## src/hw/bcc_pkg.sv

```systemverilog
package bcc_pkg;

  // ==========================================================================
  // Widths and timing-free constants.
  localparam int VW = 13;
  localparam int IW = 12;
  localparam int BW = 8;
  localparam int AW = 8;

  // ==========================================================================
  // Register byte offsets.
  localparam logic [AW-1:0] ADDR_CTRL = 8'h00;
  localparam logic [AW-1:0] ADDR_FLOAT = 8'h04;
  localparam logic [AW-1:0] ADDR_VFAST = 8'h08;
  localparam logic [AW-1:0] ADDR_RECHG = 8'h0C;
  localparam logic [AW-1:0] ADDR_DERATE = 8'h10;
  localparam logic [AW-1:0] ADDR_ICHG = 8'h14;
  localparam logic [AW-1:0] ADDR_ILIM = 8'h18;
  localparam logic [AW-1:0] ADDR_STATUS = 8'h1C;

  // Control register bit positions.
  localparam int CTRL_EN_BIT = 0;
  localparam int CTRL_SPK_BIT = 1;
  localparam int CTRL_EXT_BIT = 2;

  // ==========================================================================
  // Voltage figures in mV, then the percent divisor, the current target shifts and the base drive codes.
  localparam logic [VW-1:0] VFLOAT_BASE_MV = 13'h0E42;
  localparam logic [VW-1:0] VFLOAT_STEP_MV = 13'h0032;
  localparam logic [VW-1:0] VFLOAT_MAX_MV = 13'h1130;
  localparam logic [VW-1:0] HYST_PRE_MV = 13'h0064;
  localparam logic [VW-1:0] HYST_FAST_MV = 13'h00C8;
  localparam logic [VW-1:0] VPRE_MV_DEF = 13'h0B54;
  localparam logic [19:0] PCT_DIV = 20'h00064;
  localparam int PRE_SHIFT = 3;
  localparam int TRICKLE_SHIFT = 5;
  localparam logic [BW-1:0] BASE_SAFE_DEF = 8'h40;
  localparam logic [BW-1:0] BASE_MAX = 8'hFF;

  // Reset values.
  localparam logic [3:0] FLOAT_RST = 4'hB;
  localparam logic [VW-1:0] VFAST_RST = 13'h0BB8;
  localparam logic [6:0] RECHG_RST = 7'h05;
  localparam logic [IW-1:0] ICHG_RST = 12'h0C8;
  localparam logic [IW-1:0] ILIM_RST = 12'h1F4;

  // ==========================================================================
  // Types.
  typedef enum logic [2:0] {
    ST_OFF, ST_TRICKLE, ST_PRE, ST_FAST_CC, ST_FAST_CV, ST_STANDBY
  } bcc_state_e;

  typedef struct packed {
    logic enable;
    logic speaker;
    logic ext_pnp;
    logic [3:0] float_code;
    logic [3:0] derate;
    logic [VW-1:0] vfast;
    logic [6:0] rechg_pct;
    logic [IW-1:0] ichg;
    logic [IW-1:0] ilim;
  } bcc_cfg_s;

endpackage

```

## src/hw/bcc_ctrl.sv

```systemverilog
// The implementer's own choices: the APB interface to the registers and the register offsets.
module bcc_ctrl #(
  parameter logic [bcc_pkg::VW-1:0] VPRE_MV = bcc_pkg::VPRE_MV_DEF,
  parameter logic [bcc_pkg::BW-1:0] BASE_SAFE = bcc_pkg::BASE_SAFE_DEF
) (
  // Clock and reset.
  input wire logic pclk,
  input wire logic presetn,
  // APB slave.
  input wire logic psel,
  input wire logic penable,
  input wire logic pwrite,
  input wire logic [bcc_pkg::AW-1:0] paddr,
  input wire logic [31:0] pwdata,
  output logic [31:0] prdata,
  output logic pready,
  output logic pslverr,
  // Analog sense, asynchronous.
  input wire logic [bcc_pkg::VW-1:0] bat_mv,
  input wire logic [bcc_pkg::IW-1:0] charge_current_sense,
  input wire logic term_reached,
  input wire logic charger_supply_low,
  // Analog control.
  output logic [bcc_pkg::IW-1:0] current_target,
  output logic [bcc_pkg::VW-1:0] float_target_mv,
  output logic cv_regulate,
  output logic input_limit_en,
  output logic sys_from_supply,
  output logic [bcc_pkg::BW-1:0] base_drive
);
  import bcc_pkg::*;

  // ==========================================================================
  // Registers and bus decode.
  bcc_cfg_s cfg_q;
  bcc_state_e st_q, st_d;
  logic [VW-1:0] bat_s1_q, bat_s2_q, bat_s3_q, bat_q;
  logic [IW-1:0] isn_s1_q, isn_s2_q, isn_s3_q, isn_q;
  logic term_s1_q, term_q, low_s1_q, low_q;
  logic [IW-1:0] tgt_q;
  logic [VW-1:0] vfl_q;
  logic cv_q, ilim_en_q, sysup_q;
  logic [BW-1:0] base_q, base_d;

  wire access = psel && penable;
  wire wr = access && pwrite;
  wire hit_ctrl = (paddr == ADDR_CTRL);
  wire hit_float = (paddr == ADDR_FLOAT);
  wire hit_vfast = (paddr == ADDR_VFAST);
  wire hit_rechg = (paddr == ADDR_RECHG);
  wire hit_derate = (paddr == ADDR_DERATE);
  wire hit_ichg = (paddr == ADDR_ICHG);
  wire hit_ilim = (paddr == ADDR_ILIM);
  wire hit_status = (paddr == ADDR_STATUS);
  wire hit_any = hit_ctrl | hit_float | hit_vfast | hit_rechg | hit_derate | hit_ichg | hit_ilim | hit_status;

  // Zero wait states; unmapped addresses answer with an error and zero data.
  assign pready = 1'b1;
  assign pslverr = access && !hit_any;

  wire [31:0] rd_ctrl = {29'h0, cfg_q.ext_pnp, cfg_q.speaker, cfg_q.enable};
  wire [31:0] rd_float = {28'h0, cfg_q.float_code};
  wire [31:0] rd_vfast = {19'h0, cfg_q.vfast};
  wire [31:0] rd_rechg = {25'h0, cfg_q.rechg_pct};
  wire [31:0] rd_derate = {28'h0, cfg_q.derate};
  wire [31:0] rd_ichg = {20'h0, cfg_q.ichg};
  wire [31:0] rd_ilim = {20'h0, cfg_q.ilim};
  // Status word: state in the low bits, then cv, synchronised supply low and the accepted battery word.
  wire [31:0] rd_status = {14'h0, bat_q, low_q, cv_q, st_q};
  assign prdata = hit_ctrl ? rd_ctrl :
                  hit_float ? rd_float :
                  hit_vfast ? rd_vfast :
                  hit_rechg ? rd_rechg :
                  hit_derate ? rd_derate :
                  hit_ichg ? rd_ichg :
                  hit_ilim ? rd_ilim :
                  hit_status ? rd_status : 32'h0;

  // Enable clears at reset so the charger sits off until software acts.
  always_ff @(posedge pclk or negedge presetn) begin
    if (!presetn) begin
      cfg_q <= '{enable: 1'b0, speaker: 1'b0, ext_pnp: 1'b0, float_code: FLOAT_RST, derate: 4'h0,
                 vfast: VFAST_RST, rechg_pct: RECHG_RST, ichg: ICHG_RST, ilim: ILIM_RST};
    end else if (wr) begin
      if (hit_ctrl) begin
        cfg_q.enable <= pwdata[CTRL_EN_BIT];
        cfg_q.speaker <= pwdata[CTRL_SPK_BIT];
        cfg_q.ext_pnp <= pwdata[CTRL_EXT_BIT];
      end
      if (hit_float) cfg_q.float_code <= pwdata[3:0];
      if (hit_vfast) cfg_q.vfast <= pwdata[VW-1:0];
      if (hit_rechg) cfg_q.rechg_pct <= pwdata[6:0];
      if (hit_derate) cfg_q.derate <= pwdata[3:0];
      if (hit_ichg) cfg_q.ichg <= pwdata[IW-1:0];
      if (hit_ilim) cfg_q.ilim <= pwdata[IW-1:0];
    end
  end

  // ==========================================================================
  // Input synchronisers.
  // Sense words are only accepted after two equal synchronised samples, so a word caught mid-change
  // never reaches the comparators; the cost is two extra cycles of latency.
  always_ff @(posedge pclk or negedge presetn) begin
    if (!presetn) begin
      bat_s1_q <= '0;
      bat_s2_q <= '0;
      bat_s3_q <= '0;
      bat_q <= '0;
      isn_s1_q <= '0;
      isn_s2_q <= '0;
      isn_s3_q <= '0;
      isn_q <= '0;
      term_s1_q <= 1'b0;
      term_q <= 1'b0;
      low_s1_q <= 1'b0;
      low_q <= 1'b0;
    end else begin
      bat_s1_q <= bat_mv;
      bat_s2_q <= bat_s1_q;
      bat_s3_q <= bat_s2_q;
      if (bat_s2_q == bat_s3_q) bat_q <= bat_s3_q;
      isn_s1_q <= charge_current_sense;
      isn_s2_q <= isn_s1_q;
      isn_s3_q <= isn_s2_q;
      if (isn_s2_q == isn_s3_q) isn_q <= isn_s3_q;
      term_s1_q <= term_reached;
      term_q <= term_s1_q;
      low_s1_q <= charger_supply_low;
      low_q <= low_s1_q;
    end
  end

  // ==========================================================================
  // Thresholds.
  wire [3:0] eff_code = (cfg_q.float_code > cfg_q.derate) ? cfg_q.float_code - cfg_q.derate : 4'h0;
  wire [VW-1:0] vfloat = VFLOAT_BASE_MV + VW'(VFLOAT_STEP_MV * eff_code);
  wire [19:0] rechg_prod = 20'(vfloat) * 20'(cfg_q.rechg_pct);
  wire [VW-1:0] rechg_drop = VW'(rechg_prod / PCT_DIV);
  wire [VW-1:0] rechg_thr = (vfloat > rechg_drop) ? vfloat - rechg_drop : '0;
  wire [VW-1:0] vpre_lo = (VPRE_MV > HYST_PRE_MV) ? VPRE_MV - HYST_PRE_MV : '0;
  wire [VW-1:0] vfast_lo = (cfg_q.vfast > HYST_FAST_MV) ? cfg_q.vfast - HYST_FAST_MV : '0;

  // ==========================================================================
  // Charge state machine, one step per cycle.
  always_comb begin
    st_d = st_q;
    case (st_q)
      ST_OFF: if (cfg_q.enable) st_d = ST_TRICKLE;
      ST_TRICKLE: if (bat_q >= VPRE_MV) st_d = ST_PRE;
      ST_PRE: begin
        if (bat_q < vpre_lo) st_d = ST_TRICKLE;
        else if (bat_q >= cfg_q.vfast) st_d = ST_FAST_CC;
      end
      ST_FAST_CC: begin
        if (bat_q < vfast_lo) st_d = ST_PRE;
        else if (bat_q >= vfloat) st_d = ST_FAST_CV;
      end
      ST_FAST_CV: if (term_q) st_d = ST_STANDBY;
      ST_STANDBY: if (bat_q < rechg_thr) st_d = ST_FAST_CC;
      default: st_d = ST_OFF;
    endcase
    if (!cfg_q.enable) st_d = ST_OFF;
  end

  // ==========================================================================
  // Current target and mode outputs.
  wire [IW-1:0] tgt_state = (st_d == ST_TRICKLE) ? cfg_q.ichg >> TRICKLE_SHIFT :
                            (st_d == ST_PRE) ? cfg_q.ichg >> PRE_SHIFT :
                            (st_d == ST_FAST_CC || st_d == ST_FAST_CV) ? cfg_q.ichg : '0;
  // Speaker mode caps what is drawn from the supply; the battery covers the load peaks.
  wire [IW-1:0] tgt_d = (cfg_q.speaker && tgt_state > cfg_q.ilim) ? cfg_q.ilim : tgt_state;

  // Base drive steps one code per cycle, a slow loop; it clears at once without ext_pnp or a target and caps at BASE_SAFE on low supply.
  always_comb begin
    base_d = base_q;
    if (!cfg_q.ext_pnp || tgt_q == '0) base_d = '0;
    else if (isn_q < tgt_q && base_q != BASE_MAX) base_d = base_q + 8'h01;
    else if (isn_q > tgt_q && base_q != '0) base_d = base_q - 8'h01;
    if (low_q && base_d > BASE_SAFE) base_d = BASE_SAFE;
  end

  always_ff @(posedge pclk or negedge presetn) begin
    if (!presetn) begin
      st_q <= ST_OFF;
      tgt_q <= '0;
      vfl_q <= VFLOAT_BASE_MV;
      cv_q <= 1'b0;
      ilim_en_q <= 1'b0;
      sysup_q <= 1'b0;
      base_q <= '0;
    end else begin
      st_q <= st_d;
      tgt_q <= tgt_d;
      vfl_q <= vfloat;
      cv_q <= (st_d == ST_FAST_CV);
      ilim_en_q <= cfg_q.enable && cfg_q.speaker;
      sysup_q <= cfg_q.enable && !cfg_q.speaker;
      base_q <= base_d;
    end
  end

  assign current_target = tgt_q;
  assign float_target_mv = vfl_q;
  assign cv_regulate = cv_q;
  assign input_limit_en = ilim_en_q;
  assign sys_from_supply = sysup_q;
  assign base_drive = base_q;
endmodule // bcc_ctrl

```

## config.mk

```make
export PLATFORM = sky130hd
export DESIGN_NAME = bcc_ctrl
export DESIGN_NICKNAME = d
export VERILOG_FILES = /design/src/hw/bcc_pkg.sv /design/src/hw/bcc_ctrl.sv
export SDC_FILE = /design/constraint.sdc
export NUM_CORES = 1
export LEC_CHECK = 0
export BUFFER_PORTS_ARGS = -buffer_cell sky130_fd_sc_hd__buf_4
export CORE_UTILIZATION = 55
export DETAILED_ROUTE_END_ITERATION = 6
export PLACE_DENSITY = 0.74
export SLEW_MARGIN = 10
export SYNTH_ARGS = -nofsm -noshare
export SYNTH_HDL_FRONTEND = slang
export SYNTH_SLANG_ARGS = --single-unit
```

## constraint.sdc

```tcl
create_clock -name pclk -period 59.1 [get_ports pclk]
set_input_delay 8.865 -clock pclk [delete_from_list [all_inputs] [get_ports pclk]]
set_output_delay 8.865 -clock pclk [all_outputs]
set_load 0.01 [all_outputs]
```

==> metrics.md, run 1 <==
| Metric | Value |
|---|---|
| Die height | 178 microns |
| Total die area | 31800 sq um |
| Worst hold start | isn_s1_q[1] |
| Worst hold path stage count | 0 |
| Count of boundary I/O pins | 142 |
| Combinational cell fraction of total power | 51.3% |
| Die width | 178 microns |
| Routed WL per cell | 18.5 microns |
| Pin count of the biggest net entering global routing | 127 |
| Violated checks | DRC |
| Net total in the final layout | 2202 |
| Non-filler cells, final | 2347 |
| Standard cell core area | 30600 sq um |
| Worst Hold Path EP | isn_s2_q[1] |
| Placed cell count | 2315 |
| WS Path Type | reg2reg |
| TNS Setup | 0 ns |
| Number of clock buffers inserted by TritonCTS | 17 |
| Clock Tree Root | clkbuf_16 |
| Fraction of synthesis flops using an asynchronous set or reset pin | 100% |
| Utilization of the core after routing | 61.2% |
| Internal power summed over all cells | 0.299 mW |
| Slew of the pin with the lowest slew margin | 1.18 ns |
| Max-cap violations | 0 |
| Gpl congestion | 0.914 |
| Clock network fraction of total power | 21.4% |
| Number of flops mapped to enable cells by yosys | 0 |
| Sequential Power Share | 27.4% |
| Largest fanout on the critical path | 19 |
| Startpoint of the most critical register-to-register path | cfg_q[48] |
| Data arrival, critical path | 25.10 ns |
| PostCTS Resize Cnt | 0 |
| Starting utilization of the core area | 55.9% |
| Worst path slowest cell | o211ai_1 |
| Routed Antenna Nets | 0 |
| Setup crit start kind | flop |
| RSZ-0062 raised after global routing | no |
| Detailed Route Iter0 Violations | 1229 |
| Commonest register cell after synthesis | dfrtp_1 |
| Wire length of the first global-routing pass | 70900 microns |
| Hold Violations, Final | 0 |
| Worst-Skew Late Latency | 0.44 ns |
| Pwr/cell area | 27.8 nW/um^2 |
| Fraction of post-synthesis cell area in the top cell type by area | 25.0% |
| Sequential element share of the synthesized area | 29.0% |
| Number of max-slew violations in the final report | 0 |
| Total of hold buffers inserted after clock tree synthesis | 0 |
| Final count of negative-setup-slack endpoints | 0 |
| DRC errors left | 1 |
| Number of library cell types mapped by synthesis | 115 |
| Data required time of the critical path | 59.42 ns |
| Run status | complete, but fails checks |
| Top cells by area, synth | dfrtp_1 (25%), ha_1 (10%), fa_1 (6.1%), dfstp_2 (4.0%), mux2_2 (3.8%) |
| Fraction of the cycle the final worst path needs | 41.9% |
| Slack of the worst reg-to-reg path | 34.32 ns |
| Clock tree buffer depth | 2 |
| Number of H-tree levels | 4 |
| Reg2reg end | current_target[11] |
| Type of element capturing the critical path | flop |
| Maximum clock skew at final layout | 0.0149 ns |
| Total Wirelength | 43300 microns |
| Vias/cell | 6.29 |
| Proportion of layout cells with a drive suffix above 1 | 16.0% |
| Synth warn | 0 |
| Detailed-router iteration count before antenna repair | 7 |
| Clk sinks | 197 |
| Initial antenna violation count | 0 |
| Cells after Synth | 1866 |
| Clock period minus worst slack | 24.78 ns |
| Port Buf Inserts | 106 |
| HP Class | reg2reg |
| Cell area after layout | 18700 sq um |
| Power dissipated by switching net loads | 0.221 mW |
| Antenna cells | 0 |
| Dpl ws | 34.71 ns |
| Global route total overflow | 0 |
| Half-perimeter wire length after placement | 32700 microns |
| Instance area at placement | 18200 sq um |
| Detailed-route via count | 14.8k |
| Largest incremental delay on the critical path | 0.91 ns |
| Total of flip-flops plus latches after synthesis | 197 |
| Worst reg-to-reg path cell count | 83 |
| F_max | 40.4 MHz |
| Net switching share of the total power | 42.5% |
| Cell row count | 64 |
| Average cell area after synthesis | 9.16 sq um |
| Synthesis-to-finish area growth | 9.53% |
| Global router's overall resource usage | 27.8% |
| Cell type with the highest aggregate area in the netlist | dfrtp_1 |
| Postcts setup bufs | 0 |
| Static Leak | 9.12 nW |
| Cell area after synthesis | 17100 sq um |
| Peak VDD IR | 0.0339 mV |
| Clock tree from TritonCTS | built |
| Fin worst setup slack | 34.32 ns |
| Number of global-route vias before repair | 13.8k |
| Worst slew margin | 21.3% |
| CTS clock-pin slew for the worst setup and hold paths | 0.08 ns |
worst max-delay path by stage:
stage	startpoint	to	slack (ns)	cells after the start
2_1_floorplan	cfg_q[48]	current_target[0]	38.75	89
3_3_place_gp	cfg_q[48]	current_target[11]	35.14	81
3_5_place_dp	cfg_q[48]	current_target[11]	34.71	83
4_1_cts	cfg_q[48]	current_target[11]	34.61	83
5_1_grt	cfg_q[48]	current_target[11]	32.71	83
6_report	cfg_q[48]	current_target[11]	34.32	83
logic make-up after synthesis:
kind of cell	Yosys count	share of synthesized area, %
xor gates and xnor gates	89	4.67
adders and majority gates	193	16.4
and+or+nand+nor	573	17.1
muxes	77	5.02
DFF	197	29.0
AOI/OAI and AO/OA	525	22.6
buffers and inverters	210	5.16
other	2	0.0439
state kept, by name, indices dropped and copies added, names as in the netlist:
register and cells:
cfg_q 55, bat_q 13, bat_s1_q 13, bat_s2_q 13, bat_s3_q 13, current_target 12, float_target_mv 12, isn_q 12
isn_s1_q 12, isn_s2_q 12, isn_s3_q 12, base_drive 8, st_q 3, cv_regulate 1, input_limit_en 1, low_q 1
low_s1_q 1, sys_from_supply 1, term_q 1, term_s1_q 1
per-layer routing:
metal	track usage (%)	up-vias	share of wire [%]
met2	44.1	555	46
met3	3.67	47	6.5
met4	5.40	0	1.1
met1	40.7	7249	47
met5	0	-	0
li1	-	6918	-
worst max-delay path, delay by kind of cell (launching register included):
family | cells | cell delay [ns]
AO/OA/AOI/OAI | 47 | 13.08
adder cells (fa/ha/maj) | 13 | 5.24
AND/OR/NAND/NOR | 12 | 2.67
multiplexers | 3 | 1.45
XOR/XNOR | 3 | 1.16
flip-flops | 1 | 0.54
buffers and inverters | 5 | 0.48
through the flow:
step | power, mW | hold slack (ns)
after global placement | 0.395 | 0.333
after CTS | 0.517 | 0.350
after detailed placement | 0.405 | 0.335
final | 0.520 | 0.350
after floorplan | 0.348 | 0.331
after global routing | 0.554 | 0.353
cell usage in the layout (no fill, tap or decap), drive strengths merged, types with 29 or more instances in the layout:
master / instances
a211oi: 32
a21o: 40
a21oi: 112
and2: 72
buf: 116
dfrtp: 171
fa: 52
ha: 140
inv: 138
mux2: 60
nand2: 169
nand3: 35
nand4: 29
nor2: 105
nor3: 31
o21ai: 97
xnor2: 54
xor2: 35
layout make-up:
class                      instances  area, sq um
clock buffer                      17          425
fill                            2591        11900
timing repair buffer             117          885
sequential                       197         4960
multi-input combinational       1473        11300
tap                              396          495
inverter                         132          495
clock inverter                    15          140
power groups by stage:
stage          Clock (mW)  Combinational, mW  Sequential [mW]
6_report            0.111              0.266            0.142
3_3_place_gp            0              0.251            0.144
2_1_floorplan           0              0.204            0.143
4_1_cts             0.113              0.262            0.142
3_5_place_dp            0              0.260            0.145
5_1_grt             0.118              0.293            0.143
synth_stat cells (34+ instances only):
cell type,n
and2_1,69
fa_1,52
xnor2_1,53
nand2_1,166
o21ai_0,84
mux2_2,58
dfrtp_1,171
xor2_1,35
nand3_1,34
a21o_1,40
nor2_1,100
ha_1,140
a21oi_1,106
clkbuf_1,51
inv_1,130
Note: power is estimated with default switching activity, not from simulation.
==> run 2, diff against run 1 <==
ABC_AREA = 1   (was default)
PLACE_DENSITY = 0.75   (was 0.74)
clock period = 23.3 ns   (was 59.1 ns; I/O delays follow)
==> run 2 against run 1 <==
The run now ends clean; non-clock buffer count shrank 8; clock skew decreased by 0.0022 ns; combinational power grew 45%; final cell count up 12%; total power grew 100%; sequential power rose to 2.5 times the previous value; clock power rose to 2.7 times the previous value; area after synthesis shrank 6.0%; global-route usage hardly changed; via count decreased by 3.8%; critical path type unchanged; synthesized cell count grew 14%; hold slack lost 0.0066 ns.
==> metrics.md, run 2 <==
| Metric | Value |
|---|---|
| Run status | complete, no violations |
| Fraction of synthesis flops using an asynchronous set or reset pin | 100% (unchanged) |
| Max-cap violations | 0 (unchanged) |
| Total chip power | 1.04 mW (+100%) |
| Number of max-slew violations in the final report | 0 (unchanged) |
| Pin count of the biggest net entering global routing | 111 (-13%) |
| Non-filler cells, final | 2620 (+12%) |
| Initial antenna violation count | 0 (unchanged) |
| Number of clock buffers inserted by TritonCTS | 17 (unchanged) |
| Placed cell count | 2588 (+12%) |
| Bufs and invs on worst path | 9 (+4) |
| Final count of negative-setup-slack endpoints | 0 (unchanged) |
| Data required time of the critical path | 23.61 ns (-35.81 ns) |
| Type of element capturing the critical path | flop |
| Standard cell core area | 28700 sq um (-6.2%) |
| TNS Setup | 0 ns (unchanged) |
| Clock period minus worst slack | 19.69 ns (-5.09 ns) |
| Worst path slowest cell | dfstp_2 |
| Fraction of post-synthesis cell area in the top cell type by area | 26.6% (+1.6 points) |
| Count of boundary I/O pins | 142 (unchanged) |
| Number of global-route vias before repair | 13.8k (-0.40%) |
| Global route total overflow | 0 (unchanged) |
| Clock tree from TritonCTS | built |
| Net total in the final layout | 2487 (+13%) |
| Worst slew margin | 27.9% (+6.6 points) |
| Most repeated library cell on the critical path | nand2_1 |
| Global router's overall resource usage | 27.8% (about the same) |
| Total Wirelength | 40000 microns (-7.7%) |
| Instance area at placement | 17200 sq um (-5.2%) |
| Cells after Synth | 2122 (+14%) |
| Slew of the pin with the lowest slew margin | 1.08 ns (-0.0946 ns) |
| Antenna cells | 0 (unchanged) |
| Port Buf Inserts | 106 (unchanged) |
| PostCTS Resize Cnt | 0 (unchanged) |
| Most common cell after layout, fill and taps aside | nand2_1 |
| Gpl congestion | 0.967 (+5.8%) |
| Detailed-router iteration count before antenna repair | 5 (-2) |
| Synthesis-to-finish area growth | 10.7% |
| Number of flops mapped to enable cells by yosys | 0 (unchanged) |
| Clk sinks | 197 (unchanged) |
| Fraction of the cycle the final worst path needs | 84.5% (+43 points) |
| Largest register by flop count | cfg_q |
| Starting utilization of the core area | 56.0% (+0.11 points) |
| Synth warn | 0 (unchanged) |
| Detailed Route Iter0 Violations | 1349 (+9.8%) |
| Peak VDD IR | 0.0605 mV (+78%) |
| Die width | 173 microns (-3.0%) |
| Total of flip-flops plus latches after synthesis | 197 (unchanged) |
| Largest fanout on the critical path | 16 (-3) |
| Commonest register cell after synthesis | dfrtp_1 |
| HP Class | reg2reg |
| Proportion of layout cells with a drive suffix above 1 | 14.6% (-1.4 points) |
| Routed Antenna Nets | 0 (unchanged) |
| Worst-Skew Late Latency | 0.44 ns (about the same) |
| Static Leak | 9.62 nW (+5.4%) |
| Max reg flops | 55 (unchanged) |
| Clock Tree Root | clkbuf_16 |
| Number of library cell types mapped by synthesis | 62 (-46%) |
| Pwr/cell area | 58.5 nW/um^2 (+110%) |
| Average cell area after synthesis | 7.57 sq um (-17%) |
| Commonest cells after routing, fill and taps aside | nand2_1 (490), inv_1 (312), nor2_1 (182) |
| Hold Violations, Final | 0 (unchanged) |
| Vias/cell | 5.43 (-14%) |
| DRC errors left | 0 (-1) |
| Sequential element share of the synthesized area | 30.9% (+1.8 points) |
| Cell type with the highest aggregate area in the netlist | dfrtp_1 |
| Total of hold buffers inserted after clock tree synthesis | 0 (unchanged) |
| Postcts setup bufs | 0 (unchanged) |
| Cell area after layout | 17800 sq um (-5.0%) |
| CTS clock-pin slew for the worst setup and hold paths | 0.07 ns (about the same) |
| Number of H-tree levels | 4 (unchanged) |
| Total die area | 29900 sq um (-5.9%) |
| Cell area after synthesis | 16100 sq um (-6.0%) |
| Maximum clock skew at final layout | 0.0127 ns (-0.00216 ns) |
| Half-perimeter wire length after placement | 31300 microns (-4.3%) |
| Routed WL per cell | 15.3 microns (-17%) |
| RSZ-0062 raised after global routing | no |
| Setup crit start kind | flop |
| Detailed-route via count | 14.2k (-3.8%) |
| WS Path Type | reg2reg |
| Top cells by area, synth | dfrtp_1 (27%), nand2_1 (11%), ha_1 (11%), inv_1 (7.3%), fa_1 (6.5%) |
| Wire length of the first global-routing pass | 67400 microns (-4.8%) |
| Most common cell in the synthesized netlist | nand2_1 |
| Top post-synthesis cells by count | nand2_1 (490), inv_1 (312), nor2_1 (182) |
| Cell row count | 62 (-3.1%) |
| Data arrival, critical path | 20.01 ns (-5.09 ns) |
| Cell family with the largest share of critical-path delay | simple AND/OR/NAND/NOR gates |
| F_max | 50.8 MHz (+26%) |
| Die height | 173 microns (-3.0%) |
| Largest incremental delay on the critical path | 0.55 ns (-0.36 ns) |
| Clock tree buffer depth | 2 (unchanged) |
-- run 2: cell types whose count changed in the layout (fill, tap and decap cells not counted), moves of 29 or more --
cell     previous run  this run
o21ai_0            84       113
and2_1             69         6
nand2_1           166       490
mux2_2             58        15
nand2_2             3        59
xnor2_1            53        18
nor2_1            100       182
nand3_1            34       116
inv_1             130       312
a21o_1             40         2
-- run 2: worst paths after layout --
| path | slack (ns) | end | cells after the start | start |
|---|---|---|---|---|
| worst max-delay path | 3.61 | current_target[5] | 119 | cfg_q[48] |
| worst min-delay path | 0.34 | bat_s2_q[7] | 0 | bat_s1_q[7] |
| worst max register to register | 3.61 | current_target[5] | 119 | cfg_q[48] |
| worst min register to register | 0.34 | bat_s2_q[7] | 0 | bat_s1_q[7] |
| max in group asynchronous | 18.50 | bat_q[4] | 2 | presetn |
| min in group asynchronous | 3.15 | isn_q[11] | 1 | presetn |
-- run 2: kinds of logic (layout without fill, tap and decap cells) --
kind of cell / after synthesis / after routing / share of synthesized area (%)
XOR/XNOR: 46 / 46 / 2.55
buffers and inverters: 392 / 492 / 9.54
adder cells (fa/ha/maj): 192 / 192 / 17.4
AND/OR/NAND/NOR: 989 / 989 / 28.3
multiplexers: 15 / 15 / 1.05
flip-flops: 197 / 197 / 30.9
AO/OA/AOI/OAI: 289 / 289 / 10.3
other: 2 / 16 / 0.0467
-- run 2: final cells by class --
| cell class | instances | area, sq um |
|---|---|---|
| multi-input cells | 1547 | 9620 |
| clock buffers | 22 | 454 |
| inverters | 351 | 1320 |
| flip-flops and latches | 197 | 4960 |
| repair buffers | 109 | 825 |
| well taps | 384 | 480 |
| clock inverters | 10 | 123 |
| fillers | 2560 | 10900 |
-- run 2: report_power, final --
group | leakage (nW) | internal, mW | switching [mW] | total, mW
combinational | 6.87 | 0.135 | 0.252 | 0.386
clock | 0.277 | 0.162 | 0.133 | 0.295
sequential | 2.47 | 0.352 | 0.00763 | 0.360
-- run 2: layer usage --
| layer | GRT usage, % | up-vias | part of all wire, % |
|---|---|---|---|
| met3 | 4.53 | 62 | 7.3 |
| li1 | - | 7002 | - |
| met4 | 7.49 | 0 | 1.9 |
| met1 | 39.6 | 6636 | 46 |
| met2 | 44.1 | 514 | 45 |
| met5 | 0 | - | 0 |
-- run 2: through the flow --
| step | setup slack [ns] | hold slack (ns) | util [%] |
|---|---|---|---|
| 2_1_floorplan | 7.15 | 0.331 | - |
| 3_3_place_gp | 4.28 | 0.332 | 60.0 |
| 3_5_place_dp | 3.88 | 0.336 | 60.0 |
| 4_1_cts | 3.74 | 0.349 | 62.0 |
| 5_1_grt | 1.66 | 0.355 | 62.0 |
| 6_report | 3.61 | 0.343 | 62.0 |
